===== src/gtb_pkg.sv =====
// Package with register map, field positions and encodings of the timer time base.
package gtb_pkg;

  // Register byte offsets.
  localparam logic [7:0] CTRL_ONE_OFFSET = 8'h00;
  localparam logic [7:0] SLAVE_OFFSET = 8'h04;
  localparam logic [7:0] EVENT_OFFSET = 8'h08;
  localparam logic [7:0] GEN_OFFSET = 8'h0c;
  localparam logic [7:0] COUNT_OFFSET = 8'h10;
  localparam logic [7:0] DIVIDER_OFFSET = 8'h14;
  localparam logic [7:0] RELOAD_OFFSET = 8'h18;
  localparam logic [7:0] INPUT_OFFSET = 8'h1c;

  // Control register one fields.
  localparam int CTRL_ENABLE_BIT = 0;
  localparam int CTRL_INHIBIT_BIT = 1;
  localparam int CTRL_DIR_LSB = 4;
  localparam int CTRL_DIR_W = 2;

  // Slave control fields.
  localparam int SLV_MODE_LSB = 0;
  localparam int SLV_TRIG_LSB = 4;
  localparam int SLV_ETR_POL_BIT = 8;
  localparam int SLV_ETR_DIV_LSB = 9;
  localparam int SLV_ETR_FLT_LSB = 12;
  localparam int SLV_CH_POL_LSB = 16;
  localparam int SLV_CH_FLT_LSB = 20;
  localparam int SLV_PWM_IN_BIT = 24;

  // Event register bits; written one to clear.
  localparam int EV_UPDATE_BIT = 0;
  localparam int EV_TRIGGER_BIT = 6;
  localparam int EV_PWM_REFUSED_BIT = 8;

  // Counting modes.
  localparam logic [1:0] DIR_UP = 2'h0;
  localparam logic [1:0] DIR_DOWN = 2'h1;
  localparam logic [1:0] DIR_CENTER = 2'h2;

  // Clock source selection.
  localparam logic [1:0] SRC_INTERNAL = 2'h0;
  localparam logic [1:0] SRC_EXT_ONE = 2'h1;
  localparam logic [1:0] SRC_EXT_TWO = 2'h2;
  localparam logic [1:0] SRC_INT_TRIG = 2'h3;

  // Trigger selection for the slave controller.
  localparam logic [2:0] TRG_PEER0 = 3'h0;
  localparam logic [2:0] TRG_PEER1 = 3'h1;
  localparam logic [2:0] TRG_PEER2 = 3'h2;
  localparam logic [2:0] TRG_PEER3 = 3'h3;
  localparam logic [2:0] TRG_CH1_EDGE = 3'h4;
  localparam logic [2:0] TRG_CH1 = 3'h5;
  localparam logic [2:0] TRG_CH2 = 3'h6;
  localparam logic [2:0] TRG_ETR = 3'h7;

  // Reset values.
  localparam logic [15:0] RELOAD_RESET = 16'hffff;
  localparam logic [15:0] DIVIDER_RESET = 16'h0000;

endpackage


===== src/gtb_timebase.sv =====
// General timer time base with clock source selection, divider and reload counter.
`timescale 1ns/1ps
`default_nettype none

module gtb_timebase #(
  parameter int FILTER_LEN = 4
) (
  // Bus clock and reset.
  input wire logic pclk,
  input wire logic presetn,
  // APB slave.
  input wire logic psel,
  input wire logic penable,
  input wire logic pwrite,
  input wire logic [7:0] paddr,
  input wire logic [31:0] pwdata,
  output logic [31:0] prdata,
  output logic pready,
  output logic pslverr,
  // External pins and peer timers.
  input wire logic [3:0] channel_inputs,
  input wire logic ext_trigger_pin,
  input wire logic [3:0] peer_triggers,
  // Cascade and event outputs.
  output logic update_pulse,
  output logic trigger_pulse,
  output logic count_enabled,
  output logic [15:0] counter_value
);

  // The run counters are four bits wide, so longer filters cannot be served.
  if (FILTER_LEN < 2 || FILTER_LEN > 15) begin : gen_bad_filter_len
    $error("FILTER_LEN out of range");
  end

  typedef struct packed {
    logic [31:0] rdata;
    logic ready;
    logic err;
    logic enable;
    logic inhibit;
    logic [1:0] dir_sel;
    logic [24:0] slave;
    logic [2:0] events;
    logic [15:0] count;
    logic [15:0] reload_buf;
    logic [15:0] reload_shadow;
    logic [15:0] divider_buf;
    logic [15:0] divider_active;
    logic [15:0] div_count;
    logic falling;
    logic [1:0] ch_s1;
    logic [1:0] ch_s2;
    logic [1:0] ch_prev;
    logic [1:0] ch_filt;
    logic [1:0][3:0] ch_run;
    logic etr_s1;
    logic etr_s2;
    logic etr_prev;
    logic etr_div;
    logic [2:0] etr_div_cnt;
    logic etr_filt;
    logic [3:0] etr_run;
    logic [3:0] peer_s1;
    logic [3:0] peer_s2;
    logic trig_prev;
    logic upd;
    logic trg;
  } gtb_state_type;

  gtb_state_type state_q;
  gtb_state_type state_d;

  // Register address decoding for the error answer; the read and write paths decode the offsets on their own.
  function automatic logic gtb_mapped(input logic [7:0] addr);
    gtb_mapped = addr <= gtb_pkg::INPUT_OFFSET && addr[1:0] == 2'h0;
  endfunction

  // A short run of equal samples stands for a filter; trades latency for glitch immunity.
  function automatic logic gtb_filter(input logic [3:0] run, input logic [3:0] len,
      input logic cur, input logic old);
    gtb_filter = (run >= len) ? cur : old;
  endfunction

  logic [1:0] mode;
  logic [2:0] trig_sel;
  logic access;
  logic tick;
  logic trig_level;
  logic trig_edge;
  logic [15:0] lim;
  logic ch1_both_edge_pulse;
  logic wrap;
  logic [3:0] flen;

  always_comb begin
    state_d = state_q;
    mode = state_q.slave[gtb_pkg::SLV_MODE_LSB +: 2];
    trig_sel = state_q.slave[gtb_pkg::SLV_TRIG_LSB +: 3];
    access = psel && penable && !state_q.ready;
    flen = 4'(FILTER_LEN);
    lim = state_q.reload_shadow;
    wrap = 1'b0;
    state_d.upd = 1'b0;
    state_d.trg = 1'b0;
    state_d.ready = access;
    state_d.err = access && !gtb_mapped(paddr);

    // Pin synchronisers; only the second stage is used by logic.
    state_d.ch_s1 = channel_inputs[1:0];
    state_d.ch_s2 = state_q.ch_s1;
    state_d.etr_s1 = ext_trigger_pin;
    state_d.etr_s2 = state_q.etr_s1;
    state_d.peer_s1 = peer_triggers;
    state_d.peer_s2 = state_q.peer_s1;

    for (int i = 0; i < 2; i++) begin
      logic p;
      p = state_q.ch_s2[i] ^ state_q.slave[gtb_pkg::SLV_CH_POL_LSB + i];
      state_d.ch_prev[i] = p;
      state_d.ch_run[i] = (p == state_q.ch_prev[i]) ? ((state_q.ch_run[i] == 4'hf) ? 4'hf
          : state_q.ch_run[i] + 4'h1) : 4'h0;
      state_d.ch_filt[i] = gtb_filter(state_q.ch_run[i], flen, p, state_q.ch_filt[i]);
    end
    ch1_both_edge_pulse = state_d.ch_filt[0] ^ state_q.ch_filt[0];

    // Trigger pin: polarity, divide by a power of two, then filter.
    state_d.etr_prev = state_q.etr_s2 ^ state_q.slave[gtb_pkg::SLV_ETR_POL_BIT];
    if (state_d.etr_prev && !state_q.etr_prev) begin
      state_d.etr_div_cnt = state_q.etr_div_cnt + 3'h1;
    end
    // Bit k of the edge counter toggles once every two to the k rising edges.
    case (state_q.slave[gtb_pkg::SLV_ETR_DIV_LSB +: 2])
      2'h0: state_d.etr_div = state_q.etr_prev;
      2'h1: state_d.etr_div = state_q.etr_div_cnt[0];
      2'h2: state_d.etr_div = state_q.etr_div_cnt[1];
      default: state_d.etr_div = state_q.etr_div_cnt[2];
    endcase
    state_d.etr_run = (state_d.etr_div == state_q.etr_div) ? ((state_q.etr_run == 4'hf) ? 4'hf
        : state_q.etr_run + 4'h1) : 4'h0;
    state_d.etr_filt = gtb_filter(state_q.etr_run, state_q.slave[gtb_pkg::SLV_ETR_FLT_LSB +: 4],
        state_q.etr_div, state_q.etr_filt);

    case (trig_sel)
      gtb_pkg::TRG_CH1_EDGE: trig_level = ch1_both_edge_pulse;
      gtb_pkg::TRG_CH1: trig_level = state_q.ch_filt[0];
      gtb_pkg::TRG_CH2: trig_level = state_q.ch_filt[1];
      gtb_pkg::TRG_ETR: trig_level = state_q.etr_filt;
      default: trig_level = state_q.peer_s2[trig_sel[1:0]];
    endcase
    state_d.trig_prev = trig_level;
    trig_edge = (trig_sel == gtb_pkg::TRG_CH1_EDGE) ? trig_level : (trig_level && !state_q.trig_prev);

    // Clock source selection for the divider input.
    case (mode)
      gtb_pkg::SRC_INTERNAL: tick = state_q.enable;
      gtb_pkg::SRC_EXT_ONE: tick = state_q.enable && trig_edge && trig_sel != gtb_pkg::TRG_ETR;
      gtb_pkg::SRC_EXT_TWO: tick = state_q.enable && state_d.etr_filt && !state_q.etr_filt;
      gtb_pkg::SRC_INT_TRIG: tick = state_q.enable && trig_edge;
      default: tick = 1'b0;
    endcase
    if (mode != gtb_pkg::SRC_INTERNAL) begin
      state_d.trg = trig_edge;
    end

    // Divider: counts divider_active plus one input ticks per counter step.
    if (tick) begin
      if (state_q.div_count >= state_q.divider_active) begin
        state_d.div_count = 16'h0000;
        case (state_q.dir_sel)
          gtb_pkg::DIR_UP: begin
            wrap = state_q.count >= lim;
            state_d.count = wrap ? 16'h0000 : state_q.count + 16'h0001;
          end
          gtb_pkg::DIR_DOWN: begin
            wrap = state_q.count == 16'h0000;
            state_d.count = wrap ? lim : state_q.count - 16'h0001;
          end
          gtb_pkg::DIR_CENTER: begin
            if (!state_q.falling) begin
              wrap = state_q.count == lim - 16'h0001;
              state_d.count = state_q.count + 16'h0001;
              state_d.falling = state_d.count >= lim;
            end else begin
              wrap = state_q.count == 16'h0001;
              state_d.count = state_q.count - 16'h0001;
              state_d.falling = state_d.count != 16'h0000;
            end
          end
          default: state_d.count = state_q.count;
        endcase
      end else begin
        state_d.div_count = state_q.div_count + 16'h0001;
      end
    end

    // Update event loads the shadows unless inhibited.
    if (wrap && !state_q.inhibit) begin
      state_d.upd = 1'b1;
      state_d.reload_shadow = state_q.reload_buf;
      state_d.divider_active = state_q.divider_buf;
    end

    // Register writes.
    if (access && pwrite) begin
      case (paddr)
        gtb_pkg::CTRL_ONE_OFFSET: begin
          state_d.enable = pwdata[gtb_pkg::CTRL_ENABLE_BIT];
          state_d.inhibit = pwdata[gtb_pkg::CTRL_INHIBIT_BIT];
          state_d.dir_sel = pwdata[gtb_pkg::CTRL_DIR_LSB +: gtb_pkg::CTRL_DIR_W];
        end
        gtb_pkg::SLAVE_OFFSET: begin
          state_d.slave = pwdata[24:0];
          if (pwdata[gtb_pkg::SLV_PWM_IN_BIT] && pwdata[gtb_pkg::SLV_TRIG_LSB +: 3] != gtb_pkg::TRG_CH1
              && pwdata[gtb_pkg::SLV_TRIG_LSB +: 3] != gtb_pkg::TRG_CH2) begin
            state_d.slave[gtb_pkg::SLV_PWM_IN_BIT] = 1'b0;
            state_d.events[2] = 1'b1;
          end
        end
        gtb_pkg::EVENT_OFFSET: begin
          if (pwdata[gtb_pkg::EV_UPDATE_BIT]) state_d.events[0] = 1'b0;
          if (pwdata[gtb_pkg::EV_TRIGGER_BIT]) state_d.events[1] = 1'b0;
          if (pwdata[gtb_pkg::EV_PWM_REFUSED_BIT]) state_d.events[2] = 1'b0;
        end
        gtb_pkg::GEN_OFFSET: begin
          if (pwdata[0]) begin
            state_d.count = (state_q.dir_sel == gtb_pkg::DIR_DOWN) ? state_q.reload_buf : 16'h0000;
            state_d.div_count = 16'h0000;
            state_d.falling = 1'b0;
            state_d.reload_shadow = state_q.reload_buf;
            state_d.divider_active = state_q.divider_buf;
            state_d.upd = !state_q.inhibit;
          end
        end
        gtb_pkg::COUNT_OFFSET: state_d.count = pwdata[15:0];
        gtb_pkg::DIVIDER_OFFSET: state_d.divider_buf = pwdata[15:0];
        gtb_pkg::RELOAD_OFFSET: state_d.reload_buf = pwdata[15:0];
        default: state_d.enable = state_q.enable;
      endcase
    end

    // Sticky flags; hardware setting wins over a same-cycle clear.
    if (state_d.upd) state_d.events[0] = 1'b1;
    if (state_d.trg) state_d.events[1] = 1'b1;

    state_d.rdata = 32'h0000_0000;
    if (access && !pwrite) begin
      case (paddr)
        gtb_pkg::CTRL_ONE_OFFSET: state_d.rdata = {26'h0, state_q.dir_sel, 2'h0, state_q.inhibit,
            state_q.enable};
        gtb_pkg::SLAVE_OFFSET: state_d.rdata = {7'h0, state_q.slave};
        gtb_pkg::EVENT_OFFSET: state_d.rdata = {23'h0, state_q.events[2], 1'b0, state_q.events[1],
            5'h0, state_q.events[0]};
        gtb_pkg::COUNT_OFFSET: state_d.rdata = {16'h0, state_q.count};
        gtb_pkg::DIVIDER_OFFSET: state_d.rdata = {16'h0, state_q.divider_buf};
        gtb_pkg::RELOAD_OFFSET: state_d.rdata = {16'h0, state_q.reload_buf};
        gtb_pkg::INPUT_OFFSET: state_d.rdata = {26'h0, state_q.falling, state_q.etr_filt,
            2'h0, state_q.ch_filt};
        default: state_d.rdata = 32'h0000_0000;
      endcase
    end
  end

  always_ff @(posedge pclk or negedge presetn) begin
    if (!presetn) begin
      state_q <= '0;
      state_q.reload_buf <= gtb_pkg::RELOAD_RESET;
      state_q.reload_shadow <= gtb_pkg::RELOAD_RESET;
      state_q.divider_buf <= gtb_pkg::DIVIDER_RESET;
      state_q.divider_active <= gtb_pkg::DIVIDER_RESET;
    end else begin
      state_q <= state_d;
    end
  end

  // Cascade outputs let peers synchronise to this instance without coupling its state.
  assign prdata = state_q.rdata;
  assign pready = state_q.ready;
  assign pslverr = state_q.err;
  assign update_pulse = state_q.upd;
  assign trigger_pulse = state_q.trg;
  assign count_enabled = state_q.enable;
  assign counter_value = state_q.count;

endmodule

`default_nettype wire


===== config.mk =====
export PLATFORM = sky130hd
export DESIGN_NAME = gtb_timebase
export DESIGN_NICKNAME = d
export VERILOG_FILES = /design/src/gtb_pkg.sv /design/src/gtb_timebase.sv
export SDC_FILE = /design/constraint.sdc
export NUM_CORES = 1
export LEC_CHECK = 0
export BUFFER_PORTS_ARGS = -buffer_cell sky130_fd_sc_hd__buf_4
export CAP_MARGIN = 15
export CELL_PAD_IN_SITES_DETAIL_PLACEMENT = 0
export CELL_PAD_IN_SITES_GLOBAL_PLACEMENT = 1
export CORE_MARGIN = 2
export CORE_UTILIZATION = 32
export DETAILED_ROUTE_END_ITERATION = 10
export GPL_ROUTABILITY_DRIVEN = 0
export PLACE_DENSITY = 0.66
export SKIP_LAST_GASP = 1
export SLEW_MARGIN = 5
export SYNTH_ARGS = -nofsm -noshare
export SYNTH_HDL_FRONTEND = slang
export SYNTH_SLANG_ARGS = --single-unit

===== constraint.sdc =====
create_clock -name pclk -period 3.53 [get_ports pclk]
set_input_delay 0.706 -clock pclk [delete_from_list [all_inputs] [get_ports pclk]]
set_output_delay 0.706 -clock pclk [all_outputs]
set_load 0.02 [all_outputs]

Word level (Yosys, flattened, before mapping)

Index checks and enable logic that the tools add are counted.

Register bits after elaboration: 202
Output and inout port bits: 53

Add/sub/neg operators: 8
Magnitude comparators: 8
Equality and inequality tests: 31
Multiplexer cells: 57
Bitwise gates (word level): 4
Reductions and logical operators: 44

Operator list:

| operator                                             | number |
|---|---|
| two-way mux 16 bit                                   | 14 |
| one-hot mux 25 bit (7 select lines)                  | 1 |
| two-way mux 99 bit                                   | 1 |
| two-way mux 33 bit                                   | 2 |
| >= comparator 16 bit                                 | 3 |
| one-hot mux 16 bit (3 select lines)                  | 1 |
| adder 16 x 1 -> 16 bit, second input constant        | 2 |
| equality test 8 x 5 -> 1 bit, second input constant  | 4 |
| one-hot mux 16 bit (2 select lines)                  | 1 |
| subtractor 16 x 1 -> 16 bit, second input constant   | 2 |
| two-way mux 25 bit                                   | 1 |
| two-way mux 4 bit                                    | 6 |
| two-way mux 1 bit                                    | 22 |
| two-way mux 17 bit                                   | 1 |
| equality test 16 x 1 -> 1 bit, second input constant | 1 |
| equality test 16 bit                                 | 1 |
| equality test 8 x 4 -> 1 bit, second input constant  | 2 |
| zero test 16 bit                                     | 1 |
| nonzero test 16 bit                                  | 1 |
| nonzero test 2 bit                                   | 8 |
| logical AND 1 bit                                    | 15 |
| adder 4 x 1 -> 4 bit, second input constant          | 3 |
| equality test 3 bit, second input constant           | 4 |
| equality test 4 bit, second input constant           | 3 |
| 23 further kinds                                     | 52 |

Logic depth before layout (Yosys ltp)

Word-level depth: 17
Depth in mapped cells: 15

Least setup slack after synthesis

OpenSTA, ideal clock, no wires.

Path kind: reg2reg
Start point: register state_q (netlist bit counter_value[3])
End point: register state_q[39] (netlist bit)
Setup time: 0.094 ns
Arrival time: 3.174 ns
Path slack: 0.262 ns
Cell stages (with the launch flop): 15
Path through: dfrtp_1 clkbuf_1 and3_1 nand3_1 nor2_1 and3_1 nand3_1 nor2_1 xor2_1 ha_1 nand4_1 or4_1 o21ai_0 a31oi_1 a211oi_1

RTL lines:

| what                   | RTL line            | text |
|---|---|---|
| start, declared        | gtb_timebase.sv:71  | `gtb_state_type state_q;` |
| start signal, assigned | gtb_timebase.sv:272 | `state_q <= state_d;` |

==> results.cfg <==
[setup_path]
startpoint_type = register
worst_path_largest_cell_delay_ns = 0.44
critPathSlowestCell = or4b_1
cp_top_family = compound AO/OA/AOI/OAI gates
crit_required_ns = 3.86
cp-end-kind = register
worst-path-max-fanout = 8
critPathKind = register to register
worstPathCellList = inv_1 > ha_1 > or4b_1 > buf_4 > o21ba_2 > a32oi_1 > nor4_1 > o22ai_1 > o31ai_2 > a21oi_2 > o31ai_4 > buf_6 > buf_12 > mux2_2
path_buf_inv = 4
critPathArrivalTime_ns = 3.70

[sta]
min_period_over_period_pct = 95.5
setup_viol = 0
worstMarginPinSlew_ns = 0.832
hold-worst-slack_ns = 0.290
post-route-min-period_ns = 3.37
tns_ns = 0
hold_viol_final = 0
finalClockSkew_ns = 0.00660
maxSlewViolCount = 0
fmax_ghz = 0.297
slew_headroom_pct = 44.4
fin_ws_ns = 0.160

[clock_network]
cts_root_buf = clkbuf_16
clkSinkCount = 195
postCtsHoldBufs = 0
clockBufferDepth = 2
cts.reportedPaths.clkPinSlew_ns = 0.07
insertion_delay_ns = 0.44
cts_buffers = 17
cts_htree_levels = 4
cts_tree = built

[logic_synthesis]
syn_avg_cell_area_sq_um = 10.5
yosys.area.top_type_share_pct = 35.9
synth_edf_count = 0
synth_seq_cells = 195
synth_area_sq_um = 11400
synth.largest_area_cell = dfrtp_1
async_reset_ff_share_pct = 100
synth.most_common_cell = dfrtp_1
synth_flop_cell = dfrtp_1
syn_inst = 1085
synth_warnings = 0
synth_common_cells = dfrtp_1, nor2_1, ha_1, mux2_2, nand2_1
synth_area_leaders = dfrtp_1, dfstp_2, ha_1
synth_seq_area_share_pct = 43.2
yosysUniqueCellTypes = 73

[global_route]
grt_max_degree = 85
use_met2_pct = 26.3
grt_use_met3_pct = 3.36
overflow = 0
gr-usage-met1_pct = 24.7
grt_pass1_vias = 8617
grt_pass1_wl_microns = 49000
antenna_found_initial = 0
track_usage_pct = 17.2
busiest_layer = met2

[finish]
synthToLayoutAreaGrowth_pct = 16.8
fillers = 3474
drive_gt1_share_pct = 29.1
num-nets-final = 1285
diodes = 0

[placed_design]
io_buffers = 90
dp_hpwl_microns = 23100
pre_cts_ws_ns = 0.0638

[detailed_routing]
drt_pre_antenna_iters = 8
final_antenna_net_count = 0
vias_per_cell = 5.16
drtIter0Drc = 673
via_count = 8482
drc = 0
wl_microns = 30700
wl_per_cell_microns = 18.7

[die]
die_w_microns = 193
pin_count = 107
num_rows = 69
core_sq_um = 35300
chipHeight_microns = 193
die_area_sq_um = 37100
start_util_pct = 32.2

[job]
max-cap-violations = 0

[hold_path]
hp-class = primary input to asynchronous set/reset pin

[power]
powerDensity_nw_per_um2 = 457
vdd_drop_max_v = 0.000367
p_leak_nw = 5.91

[status]
status = finished, final reports clean
==> where the power goes <==
| group | total [mW] | internal (mW) | switching, mW |
|---|---|---|---|
| Clock | 1.99 | 1.07 | 0.922 |
| Sequential | 2.65 | 2.42 | 0.229 |
| Combinational | 1.43 | 0.639 | 0.795 |
==> stage by stage <==
stage	instances	power, mW	utilization [%]	instance area [sq um]
after CTS	1641	6.12	37.4	13200
after global placement	1609	4.08	35.7	12600
after detailed placement	1609	4.12	35.7	12600
final	1643	6.07	37.6	13300
after global routing	1643	6.44	37.6	13300
after floorplan	1091	3.60	-	11400
==> metal layers <==
metal	routed length [microns]	vias up
met5	0	-
met4	414	0
met3	1630	24
met2	13700	226
met1	15000	4212
li1	-	4020
==> cell usage in the layout (no fill, tap or decap), types with 12 or more instances in the layout <==
cell type,Yosys,routed
nor2_1,69,69
mux2_2,62,62
nand3_1,30,30
nand2_1,61,61
buf_4,48,151
nand2b_1,12,12
clkbuf_16,0,18
xnor2_1,30,29
a21o_1,13,13
o21ai_0,37,37
a31oi_1,13,13
dfstp_2,32,32
nor3_1,30,28
dfrtp_1,163,163
inv_1,50,50
and2_1,13,13
ha_1,62,62
a22oi_1,44,44
xor2_1,38,38
mux2_4,30,30
a21oi_1,43,42
==> final cells by class <==
class / count / area (sq um) / share of cell area, %
clock inverters: 15 / 174 / 1.31
multi-input cells: 746 / 5740 / 43.2
inverters: 50 / 188 / 1.41
clock buffers: 17 / 425 / 3.20
repair buffers: 159 / 1270 / 9.53
flip-flops and latches: 195 / 4920 / 37.0
well taps: 461 / 577 / 4.34
==> registers in the layout, indices dropped and copies added (netlist names) <==
signal and count:
count_enabled 1, counter_value 16, lim 16, mode 2, prdata 25, pready 1, pslverr 1, state_d 7
state_q 124, trigger_pulse 1, update_pulse 1
==> timing repair <==
item	CTS	global route
resized for setup	0	9
buffers inserted	0	1
endpoints found under the setup margin	0	32
==> kinds of logic after synthesis <==
family / share of synthesized area (%)
multiplexers: 10.8
AO/OA/AOI/OAI: 13.1
flip-flops: 43.2
buffers and inverters: 6.92
other: 0.0330
AND/OR/NAND/NOR: 13.7
XOR/XNOR: 5.44
adder cells (fa/ha/maj): 6.82
==> worst paths after layout <==
path | start | end | slack, ns | cells past startpoint
hold reg to reg | state_d[36] | state_q[36] | 0.35 | 0
setup / recovery | lim[1] | state_q[57] | 0.16 | 14
setup reg to reg | lim[1] | state_q[57] | 0.16 | 14
hold / removal | presetn | state_q[28] | 0.29 | 1
min in group pclk | state_d[36] | state_q[36] | 0.35 | 0
max in group asynchronous | presetn | state_q[115] | 2.37 | 2
Power figures use the tool's default switching activity.
